===== config.mk =====
export PLATFORM = sky130hd
export DESIGN_NAME = ssd_decode
export DESIGN_NICKNAME = d
export VERILOG_FILES = /design/src/ssd_pkg.sv /design/src/ssd_modrm_if.sv /design/src/ssd_decode.sv /design/src/ssd_modrm_split.sv
export VERILOG_INCLUDE_DIRS = /design/src
export SDC_FILE = /design/constraint.sdc
export NUM_CORES = 1
export LEC_CHECK = 0
export BUFFER_PORTS_ARGS = -buffer_cell sky130_fd_sc_hd__buf_2
export CAP_MARGIN = 15
export CORE_ASPECT_RATIO = 2
export CORE_MARGIN = 4
export CORE_UTILIZATION = 30
export CTS_BUF_LIST = sky130_fd_sc_hd__clkbuf_8
export CTS_CLUSTER_DIAMETER = 120
export DETAILED_ROUTE_END_ITERATION = 10
export PLACE_DENSITY = 0.54
export SYNTH_ARGS = -nofsm -noshare
export SYNTH_HDL_FRONTEND = slang
export SYNTH_SLANG_ARGS = --single-unit
export TNS_END_PERCENT = 20

===== constraint.sdc =====
create_clock -name core_clk -period 5.1 [get_ports core_clk]
set_input_delay 0.51 -clock core_clk [delete_from_list [all_inputs] [get_ports core_clk]]
set_output_delay 0.51 -clock core_clk [all_outputs]
set_load 0.05 [all_outputs]

===== src/ssd_cfg.svh =====
`ifndef SSD_CFG_SVH
`define SSD_CFG_SVH

`define SSD_ESC_BYTE 8'h0f
`define SSD_SHIFT_ONE 7'h68
`define SSD_SHIFT_CNT 7'h69
`define SSD_SHIFT_IMM 7'h60
`define SSD_DSHR_IMM 8'hac
`define SSD_DSHR_CNT 8'had
`define SSD_GRP_TABLE 8'h01
`define SSD_GRP_SELECTOR 8'h00
`define SSD_SET_CARRY 8'hf9
`define SSD_SET_DIR 8'hfd
`define SSD_SET_INTEN 8'hfb
`define SSD_STRING_WR 7'h55
`define SSD_SUB_TO_RM 7'h14
`define SSD_SUB_TO_REG 7'h15

`define SSD_SEL_RSHIFT 3'h5
`define SSD_SEL_INT_TABLE 3'h1
`define SSD_SEL_LOCAL 3'h0
`define SSD_SEL_TASK 3'h1
`define SSD_SEL_MACHINE 3'h4
`define SSD_MOD_REG 2'h3

`define SSD_CLK_1 4'h1
`define SSD_CLK_2 4'h2
`define SSD_CLK_3 4'h3
`define SSD_CLK_4 4'h4
`define SSD_CLK_5 4'h5
`define SSD_CLK_10 4'ha
`define SSD_PEN_0 3'h0
`define SSD_PEN_2 3'h2
`define SSD_PEN_5 3'h5
`define SSD_PEN_6 3'h6

`endif


===== src/ssd_pkg.sv =====
`default_nettype none
package ssd_pkg;
  typedef enum logic [11:0] {
    SSD_OP_NONE = 12'h001,
    SSD_OP_RSHIFT = 12'h002,
    SSD_OP_DSHR = 12'h004,
    SSD_OP_INT_TABLE = 12'h008,
    SSD_OP_LOCAL_SEL = 12'h010,
    SSD_OP_MACHINE_WORD = 12'h020,
    SSD_OP_SET_CARRY = 12'h040,
    SSD_OP_SET_DIR = 12'h080,
    SSD_OP_SET_INTEN = 12'h100,
    SSD_OP_STRING_WR = 12'h200,
    SSD_OP_TASK_SEL = 12'h400,
    SSD_OP_SUB = 12'h800
  } ssd_op_t;

  typedef enum logic [3:0] {
    SSD_CNT_NONE = 4'h1,
    SSD_CNT_ONE = 4'h2,
    SSD_CNT_COUNT_REG = 4'h4,
    SSD_CNT_IMM = 4'h8
  } ssd_count_t;

  typedef enum logic [2:0] {
    SSD_SZ_BYTE = 3'h1,
    SSD_SZ_WORD = 3'h2,
    SSD_SZ_DWORD = 3'h4
  } ssd_size_t;
endpackage
`default_nettype wire

===== src/ssd_modrm_if.sv =====
`default_nettype none
interface ssd_modrm_if;
  logic [7:0] rawByte;
  logic isReg;
  logic [2:0] regSel;
  logic [2:0] rmSel;
  modport splitter (input rawByte, output isReg, output regSel, output rmSel);
  modport user (output rawByte, input isReg, input regSel, input rmSel);
endinterface
`default_nettype wire


===== src/ssd_decode.sv =====
// What this block does
// - right shift: reg field 101, six first bytes
// - shift costs 3/2 reg, 4+6 memory
// - double right shift after escape, AC/AD
// - double shift costs 2,3+6,3,4+5
// - int table store: 0F 01, memory, 001
// - local selector store: 0F 00 000, 2/3
// - machine word store: selector 100, 2/3
// - F9 sets carry, 2 clocks
// - FD sets direction downward, 2 clocks
// - FB sets interrupt enable, 2 clocks
// - string write, size from w, 5 clocks
// - task selector store: 0F 00 001, 2/3
`default_nettype none
`include "ssd_cfg.svh"
module ssd_decode
  import ssd_pkg::*;
(
  input wire logic core_clk, // core clock
  input wire logic rst, // synchronous reset, high
  input wire logic instValid, // opcode bytes valid this cycle
  input wire logic [7:0] opByte0, // first opcode byte
  input wire logic [7:0] opByte1, // second byte
  input wire logic [7:0] opByte2, // third byte
  input wire logic opSize32, // current operand size is 32 bits
  input wire logic lockPrefix, // locked access
  input wire logic [2:0] flagClear, // clears: 0 carry, 1 direction, 2 int enable
  output logic decValid_reg, // one-cycle result strobe
  output logic decIllegal_reg, // bytes not in this range
  output ssd_op_t opClass_reg, // decoded class
  output ssd_count_t countSrc_reg, // shift count source
  output ssd_size_t opSize_reg, // operand size
  output logic memOperand_reg, // memory destination or source
  output logic imm8Follows_reg, // 8-bit immediate trails
  output logic [3:0] hitClocks_reg, // clocks on cache hit
  output logic [2:0] missPenalty_reg, // extra clocks on miss
  output logic carryFlag_reg, // carry flag
  output logic directionFlag_reg, // string step downward
  output logic intEnableFlag_reg // interrupt enable flag
);
  ssd_modrm_if mrShort ();
  ssd_modrm_if mrLong ();

  // one splitter for single-byte opcodes, one behind the escape
  assign mrShort.rawByte = opByte1;
  assign mrLong.rawByte = opByte2;
  ssd_modrm_split uSplitShort (.mr(mrShort));
  ssd_modrm_split uSplitLong (.mr(mrLong));

  ssd_op_t opClass_next;
  ssd_count_t countSrc_next;
  ssd_size_t opSize_next;
  logic illegal_next;
  logic mem_next;
  logic imm8_next;
  logic [3:0] hitClocks_next;
  logic [2:0] missPenalty_next;
  logic isEsc;

  assign isEsc = (opByte0 == `SSD_ESC_BYTE);

  always_comb begin
    opClass_next = SSD_OP_NONE;
    countSrc_next = SSD_CNT_NONE;
    opSize_next = SSD_SZ_BYTE;
    illegal_next = 1'b0;
    mem_next = 1'b0;
    imm8_next = 1'b0;
    hitClocks_next = `SSD_CLK_1;
    missPenalty_next = `SSD_PEN_0;
    // size from the w bit; forms without w pick this up harmlessly
    if (opByte0[0]) begin
      opSize_next = opSize32 ? SSD_SZ_DWORD : SSD_SZ_WORD;
    end
    if (isEsc) begin
      // escape forms default to full width at current operand size
      opSize_next = opSize32 ? SSD_SZ_DWORD : SSD_SZ_WORD;
      mem_next = !mrLong.isReg;
      if (opByte1 == `SSD_DSHR_IMM || opByte1 == `SSD_DSHR_CNT) begin
        opClass_next = SSD_OP_DSHR;
        if (opByte1 == `SSD_DSHR_IMM) begin
          countSrc_next = SSD_CNT_IMM;
          imm8_next = 1'b1;
          hitClocks_next = mrLong.isReg ? `SSD_CLK_2 : `SSD_CLK_3;
          missPenalty_next = mrLong.isReg ? `SSD_PEN_0 : `SSD_PEN_6;
        end else begin
          countSrc_next = SSD_CNT_COUNT_REG;
          hitClocks_next = mrLong.isReg ? `SSD_CLK_3 : `SSD_CLK_4;
          missPenalty_next = mrLong.isReg ? `SSD_PEN_0 : `SSD_PEN_5;
        end
      end else if (opByte1 == `SSD_GRP_TABLE) begin
        if (mrLong.regSel == `SSD_SEL_INT_TABLE && !mrLong.isReg) begin
          opClass_next = SSD_OP_INT_TABLE;
          hitClocks_next = `SSD_CLK_10;
        end else if (mrLong.regSel == `SSD_SEL_MACHINE) begin
          opClass_next = SSD_OP_MACHINE_WORD;
          opSize_next = SSD_SZ_WORD;
          hitClocks_next = mrLong.isReg ? `SSD_CLK_2 : `SSD_CLK_3;
        end else begin
          illegal_next = 1'b1;
        end
      end else if (opByte1 == `SSD_GRP_SELECTOR) begin
        // selectors are 16 bits wide whatever the operand size
        opSize_next = SSD_SZ_WORD;
        hitClocks_next = mrLong.isReg ? `SSD_CLK_2 : `SSD_CLK_3;
        if (mrLong.regSel == `SSD_SEL_LOCAL) begin
          opClass_next = SSD_OP_LOCAL_SEL;
        end else if (mrLong.regSel == `SSD_SEL_TASK) begin
          opClass_next = SSD_OP_TASK_SEL;
        end else begin
          illegal_next = 1'b1;
          hitClocks_next = `SSD_CLK_1;
        end
      end else begin
        illegal_next = 1'b1;
        mem_next = 1'b0;
      end
    end else if (opByte0[7:1] == `SSD_SHIFT_ONE || opByte0[7:1] == `SSD_SHIFT_CNT
                 || opByte0[7:1] == `SSD_SHIFT_IMM) begin
      if (mrShort.regSel == `SSD_SEL_RSHIFT) begin
        opClass_next = SSD_OP_RSHIFT;
        mem_next = !mrShort.isReg;
        if (opByte0[7:1] == `SSD_SHIFT_ONE) begin
          countSrc_next = SSD_CNT_ONE;
        end else if (opByte0[7:1] == `SSD_SHIFT_CNT) begin
          countSrc_next = SSD_CNT_COUNT_REG;
        end else begin
          countSrc_next = SSD_CNT_IMM;
          imm8_next = 1'b1;
        end
        if (!mrShort.isReg) begin
          hitClocks_next = `SSD_CLK_4;
          missPenalty_next = `SSD_PEN_6;
        end else if (countSrc_next == SSD_CNT_IMM) begin
          hitClocks_next = `SSD_CLK_2;
        end else begin
          hitClocks_next = `SSD_CLK_3;
        end
      end else begin
        illegal_next = 1'b1;
      end
    end else if (opByte0 == `SSD_SET_CARRY) begin
      opClass_next = SSD_OP_SET_CARRY;
      hitClocks_next = `SSD_CLK_2;
    end else if (opByte0 == `SSD_SET_DIR) begin
      opClass_next = SSD_OP_SET_DIR;
      hitClocks_next = `SSD_CLK_2;
    end else if (opByte0 == `SSD_SET_INTEN) begin
      opClass_next = SSD_OP_SET_INTEN;
      hitClocks_next = `SSD_CLK_2;
    end else if (opByte0[7:1] == `SSD_STRING_WR) begin
      opClass_next = SSD_OP_STRING_WR;
      mem_next = 1'b1;
      hitClocks_next = `SSD_CLK_5;
    end else if (opByte0[7:1] == `SSD_SUB_TO_RM || opByte0[7:1] == `SSD_SUB_TO_REG) begin
      opClass_next = SSD_OP_SUB;
      mem_next = !mrShort.isReg;
      if (mrShort.isReg) begin
        hitClocks_next = `SSD_CLK_1;
      end else if (opByte0[7:1] == `SSD_SUB_TO_REG) begin
        hitClocks_next = `SSD_CLK_2;
        missPenalty_next = `SSD_PEN_2;
      end else begin
        hitClocks_next = `SSD_CLK_3;
        // locked read-modify-write keeps the line, so a smaller miss cost
        missPenalty_next = lockPrefix ? `SSD_PEN_2 : `SSD_PEN_6;
      end
    end else begin
      illegal_next = 1'b1;
    end
  end

  always_ff @(posedge core_clk) begin
    if (rst) begin
      decValid_reg <= 1'b0;
      decIllegal_reg <= 1'b0;
      opClass_reg <= SSD_OP_NONE;
      countSrc_reg <= SSD_CNT_NONE;
      opSize_reg <= SSD_SZ_BYTE;
      memOperand_reg <= 1'b0;
      imm8Follows_reg <= 1'b0;
      hitClocks_reg <= `SSD_CLK_1;
      missPenalty_reg <= `SSD_PEN_0;
    end else begin
      decValid_reg <= instValid;
      if (instValid) begin
        decIllegal_reg <= illegal_next;
        opClass_reg <= opClass_next;
        countSrc_reg <= countSrc_next;
        opSize_reg <= opSize_next;
        memOperand_reg <= mem_next;
        imm8Follows_reg <= imm8_next;
        hitClocks_reg <= hitClocks_next;
        missPenalty_reg <= missPenalty_next;
      end
    end
  end

  // a set in the same cycle as a clear wins
  always_ff @(posedge core_clk) begin
    if (rst) begin
      carryFlag_reg <= 1'b0;
      directionFlag_reg <= 1'b0;
      intEnableFlag_reg <= 1'b0;
    end else begin
      if (instValid && opClass_next == SSD_OP_SET_CARRY) begin
        carryFlag_reg <= 1'b1;
      end else if (flagClear[0]) begin
        carryFlag_reg <= 1'b0;
      end
      if (instValid && opClass_next == SSD_OP_SET_DIR) begin
        directionFlag_reg <= 1'b1;
      end else if (flagClear[1]) begin
        directionFlag_reg <= 1'b0;
      end
      if (instValid && opClass_next == SSD_OP_SET_INTEN) begin
        intEnableFlag_reg <= 1'b1;
      end else if (flagClear[2]) begin
        intEnableFlag_reg <= 1'b0;
      end
    end
  end
endmodule
`default_nettype wire


===== src/ssd_modrm_split.sv =====
`default_nettype none
`include "ssd_cfg.svh"
module ssd_modrm_split (
  ssd_modrm_if.splitter mr // one address-specifier byte in, fields out
);
  assign mr.isReg = (mr.rawByte[7:6] == `SSD_MOD_REG);
  assign mr.regSel = mr.rawByte[5:3];
  assign mr.rmSel = mr.rawByte[2:0];
endmodule
`default_nettype wire


; ---- After elaboration in Yosys (flattened, before gate mapping)
; Cells that the tools add are included.
; Widths: inputs -> output; s select.
[op_classes]
reduce_logical = 15
n_mux = 110
eq_ne = 22
[op_table]
columns = op, n
row1 = $mux 12, 9
row2 = $mux 3, 32
row3 = $mux 4, 15
row4 = $mux 1, 42
row5 = $eq 8x8->1 const B, 5
row6 = $mux 11, 3
row7 = $eq 7x7->1 const B, 4
row8 = $eq 7x5->1 const B, 2
row9 = $mux 2, 7
row10 = $eq 12x7->1 const B, 1
row11 = $eq 12x8->1 const B, 1
row12 = $eq 12x9->1 const B, 1
row13 = $mux 6, 2
row14 = $eq 8x1->1 const B, 1
row15 = $eq 8x4->1 const B, 1
row16 = $logic_not 8->1, 1
row17 = $eq 3x3->1 const B, 2
row18 = $reduce_bool 2->1, 3
row19 = $eq 2x2->1 const B, 2
row20 = $eq 4x4->1 const B, 1
row21 = $logic_and 1x1->1, 4
row22 = $logic_or 1x1->1, 4
row23 = $eq 3x1->1 const B, 1
row24 = $logic_not 3->1, 1
row25 = $logic_not 1->1, 2
[totals]
elab_cells = 159
input_bits = 32
out_inout_bits = 33
register_bits = 33

; ---- Longest topological paths before layout
[depth]
depth_word = 12
mapped_depth = 8
depth_no_buf = 8

; ---- Hierarchy
; From an unflattened synthesis, not the netlist that was laid out.
[hier_totals]
hier_cells = 214
hier_area_um2 = 1755.4
[by_module_without_submodules]
columns = mod, n_inst, seq_area_each_um2, cells_per_inst, area_per_inst_um2
row1 = ssd_decode, 1, 620.6, 200, 1652.8
row2 = ssd_modrm_split, 2, 0.0, 7, 51.3

; ---- Worst setup path before layout
; No wires, ideal clock.
[synth_timing]
path_type = input-to-reg
startpoint = in opByte1[7]
endpoint = reg hitClocks_reg[0]
path_stages = 8
t_required_ns = 4.978
arrival_ns = 1.922
setup_slack_ns = 3.056
setup_time_ns = 0.122
cell_sequence = nand4_1 or4_4 nor2_1 inv_1 ha_1 o21ai_1 a41oi_1 o32a_1
[synth_via]
elab_chain_cells = 9
word_cells_on_any_way = 20
cone_classes = eq/ne (4) / mux (14) / reduce/logical (2)
[synth_lines]
columns = element, line
row1 = "start, declared", ssd_decode.sv:23  ; input wire logic [7:0] opByte1,
row2 = $eq 2x2->1 (no line), --
row3 = $mux 2, ssd_decode.sv:158  ; if (mrShort.isReg) begin
row4 = $mux 2, ssd_decode.sv:155  ; end else if (opByte0[7:1] == `SSD_SUB_TO_RM || opByte0[7:1] == `SSD_SUB_TO_REG) begin
row5 = $mux 3, ssd_decode.sv:151  ; end else if (opByte0[7:1] == `SSD_STRING_WR) begin
row6 = $mux 3, ssd_decode.sv:148  ; end else if (opByte0 == `SSD_SET_INTEN) begin
row7 = $mux 3, ssd_decode.sv:145  ; end else if (opByte0 == `SSD_SET_DIR) begin
row8 = $mux 3, ssd_decode.sv:142  ; end else if (opByte0 == `SSD_SET_CARRY) begin
row9 = $mux 4, ssd_decode.sv:118  ; end else if (opByte0[7:1] == `SSD_SHIFT_ONE || opByte0[7:1] == `SSD_SHIFT_CNT
row10 = $mux 4 (*), ssd_decode.sv:75  ; if (isEsc) begin
row11 = "end signal, assigned", ssd_decode.sv:182  ; hitClocks_reg <= `SSD_CLK_1;
row12 = "end signal, assigned", ssd_decode.sv:193  ; hitClocks_reg <= hitClocks_next;
row13 = "end, declared", ssd_decode.sv:35  ; output logic [3:0] hitClocks_reg,
; Mark *: on every way between the ends. The rest lies on a longest branch, timed or not.
; A chain may end at the register's enable or synchronous reset.

; ---- Worst setup path after layout
[layout_timing]
startpoint = in opByte1[7]
endpoint = reg hitClocks_reg[1]
; The elaborated chain is that of the path after synthesis.

==> metrics.csv <==
metric,value,unit
cts_tree,built,
tns,0,ns
path_depth,9,
period_share,41.7,%
final_antenna_net_count,0,
synth_warnings,0,
drive_above_1_share,31.7,%
crit_path_max_incr_delay,0.50,ns
critPathLaunchType,input port,
synthToLayoutAreaGrowth,28.8,%
syn_nets,218,
cp.arrival,2.32,ns
crit_top_cell,nor2_1,
antenna_found_initial,0,
grt_pass1_vias,1455,
worstRegToRegCells,1,
finalClockSkew,0,ns
antenna_cells,0,
yosysTopAreaCell,dfxtp_1,
path_cells,buf_2 -> nand4_1 -> or4_4 -> nor2_1 -> inv_1 -> ha_1 -> nor2_1 -> o211ai_1 -> a211oi_1,
cts_resized,0,
track_usage,14.3,%
status,"finished, final reports clean",
ys_types,51,
critical-path-top-delay-family,simple AND/OR/NAND/NOR gates,
worstHoldPathCells,2,
post-cts-setup-buffer-count,0,
numPortBuffers,61,
fmax,471,MHz
async_flop_share,0,%
cp_max_fo,5,
routed-via-count,1566,
die-area,6500,um^2
dp_hpwl,3.53,mm
largest_register_ffs,12,
clock-root-buffer,clkbuf_8,
finalMaxSlewViolations,0,
routabilityCongestion,0.835,
setup_violations,0,
synth_top_area_share,39.7,%
cts-hold-fix-buffers,0,
ios,65,
cts_num_sinks,31,
htree_levels,2,
p_per_area,289,nW/um^2
vdd_drop_max,160,uV
firstDrtPassIters,4,
start_util,30.7,%
ys_seq_area_share,39.7,%
placementRows,37,
die_w,59.1,um
syn_inst,184,
yosys-top-cells-area,"dfxtp_1, nor2_1, a21oi_1",
grt-ovfl-total,0,
nNetsFinal,276,
numCtsBuffers,5,
required,5.29,ns
coreArea,5090,um^2
holdWs,0.462,ns
netlist_area,1560,um^2
totalPowerFinal,0.000582,W
die_h,110,um
slew_headroom,53.3,%
drv_cap,0,
rsz0062_at_grt,no,
finalHoldViolCount,0,
critPathCaptureType,flip-flop,
hp-class,reg -> reg,
fillerInstances,578,
cpMaxStageDelayCell,or4_4,
wl_per_cell,15.3,um
clkTransAtPathRegs,0.07,ns
via_per_inst,5.20,
layout_min_cycle_time,2.12,ns
syn_area_per_cell,8.50,um^2
drc,0,
grt_pass1_wl,6.99,mm
yosys_most_used_dff,dfxtp_1,
drtIter0Drc,32,
critPathBufInv,2,
worstSetupPathType,in -> reg,
worst_pin_slew,0.700,ns
ys_seq_elements,31,
finalWorstSetupSlack,2.98,ns
wl,4.59,mm
power_leakage,0.841,nW
grt_max_degree,33,
pre_cts_slack,2.67,ns
cts_buffer_depth,2,
synth_edf_count,0,
clk_latency,0.28,ns
==> report_power, final <==
part / internal [W] / switching, W
sequential: 0.000248 / 0.00000252
clock: 0.000158 / 0.0000939
combinational: 0.0000241 / 0.0000562
total: 0.000430 / 0.000153
==> Yosys cell counts (2+ instances only) <==
cell type,number
o21bai_1,2
a211oi_1,3
buf_4,2
o31ai_1,3
nand2b_1,6
nand4bb_1,2
a311oi_1,2
a41oi_1,2
nor2_1,24
dfxtp_1,31
nor3b_1,2
mux2i_1,3
clkbuf_1,7
a21oi_1,13
nand3_1,7
ha_1,2
nor3_1,9
and2_1,2
nand2_1,17
a32oi_1,5
inv_1,5
nand4_1,2
or3_1,2
nor2b_1,3
o21ai_0,2
==> layout by cell type, fill, tap and decap left out, types with 2 or more instances in the layout <==
master,Yosys,layout
a211oi_1,3,3
a21oi_1,13,13
a311oi_1,2,2
a32oi_1,5,5
a41oi_1,2,2
and2_1,2,2
buf_2,0,61
clkbuf_8,0,6
dfxtp_1,31,31
ha_1,2,2
inv_1,5,5
mux2i_1,3,3
nand2_1,17,17
nand2b_1,6,6
nand3_1,7,7
nand4_1,2,2
nand4bb_1,2,2
nor2_1,24,24
nor2b_1,3,3
nor3_1,9,9
nor3b_1,2,2
o21ai_0,2,2
o21bai_1,2,2
o31ai_1,3,3
or3_1,2,2
==> metrics by stage <==
stage / instances / util, % / instance area, um^2
3_3_place_gp: 293 / 37.2 / 1900
5_1_grt: 301 / 39.6 / 2010
4_1_cts: 301 / 39.6 / 2010
2_1_floorplan: 184 / - / 1560
3_5_place_dp: 293 / 37.2 / 1900
6_report: 301 / 39.6 / 2010
==> cell type report <==
type,instances,area [um^2],area share (%)
clock buffer,6,82.6,4.10
inverter,5,18.8,0.932
timing repair buffer,61,305,15.2
tap,58,72.6,3.60
multi-input combinational,138,880,43.7
clock inverter,2,35.0,1.74
sequential,31,621,30.8
==> worst paths after layout <==
check	start	end	slack [ns]
worst max register to register	hitClocks_reg[0]$_SDFFE_PP1P_	hitClocks_reg[0]$_SDFFE_PP1P_	4.36
worst max-delay path	opByte1[7]	hitClocks_reg[1]$_SDFFE_PP0P_	2.98
worst min register to register	opClass_reg[6]$_SDFFE_PP0P_	opClass_reg[6]$_SDFFE_PP0P_	0.46
worst min-delay path	opClass_reg[6]$_SDFFE_PP0P_	opClass_reg[6]$_SDFFE_PP0P_	0.46
==> per-layer routing <==
metal / part of all wire (%) / global-route usage (%) / vias up
li1: - / - / 790
met1: 39 / 15.9 / 720
met2: 53 / 24.6 / 44
met3: 5.1 / 3.38 / 12
met4: 3.2 / 7.78 / 0
met5: 0 / 0 / -
==> cells by family (layout without fill, tap and decap cells) <==
family	Yosys count	in the layout	synth area share (%)
compound gates	43	43	20.0
fa+ha+maj	2	2	1.60
buf+inv	15	74	4.08
flops	31	31	39.7
mux	3	3	1.92
simple gates	90	90	32.7
(Power assumes the default switching activity.)
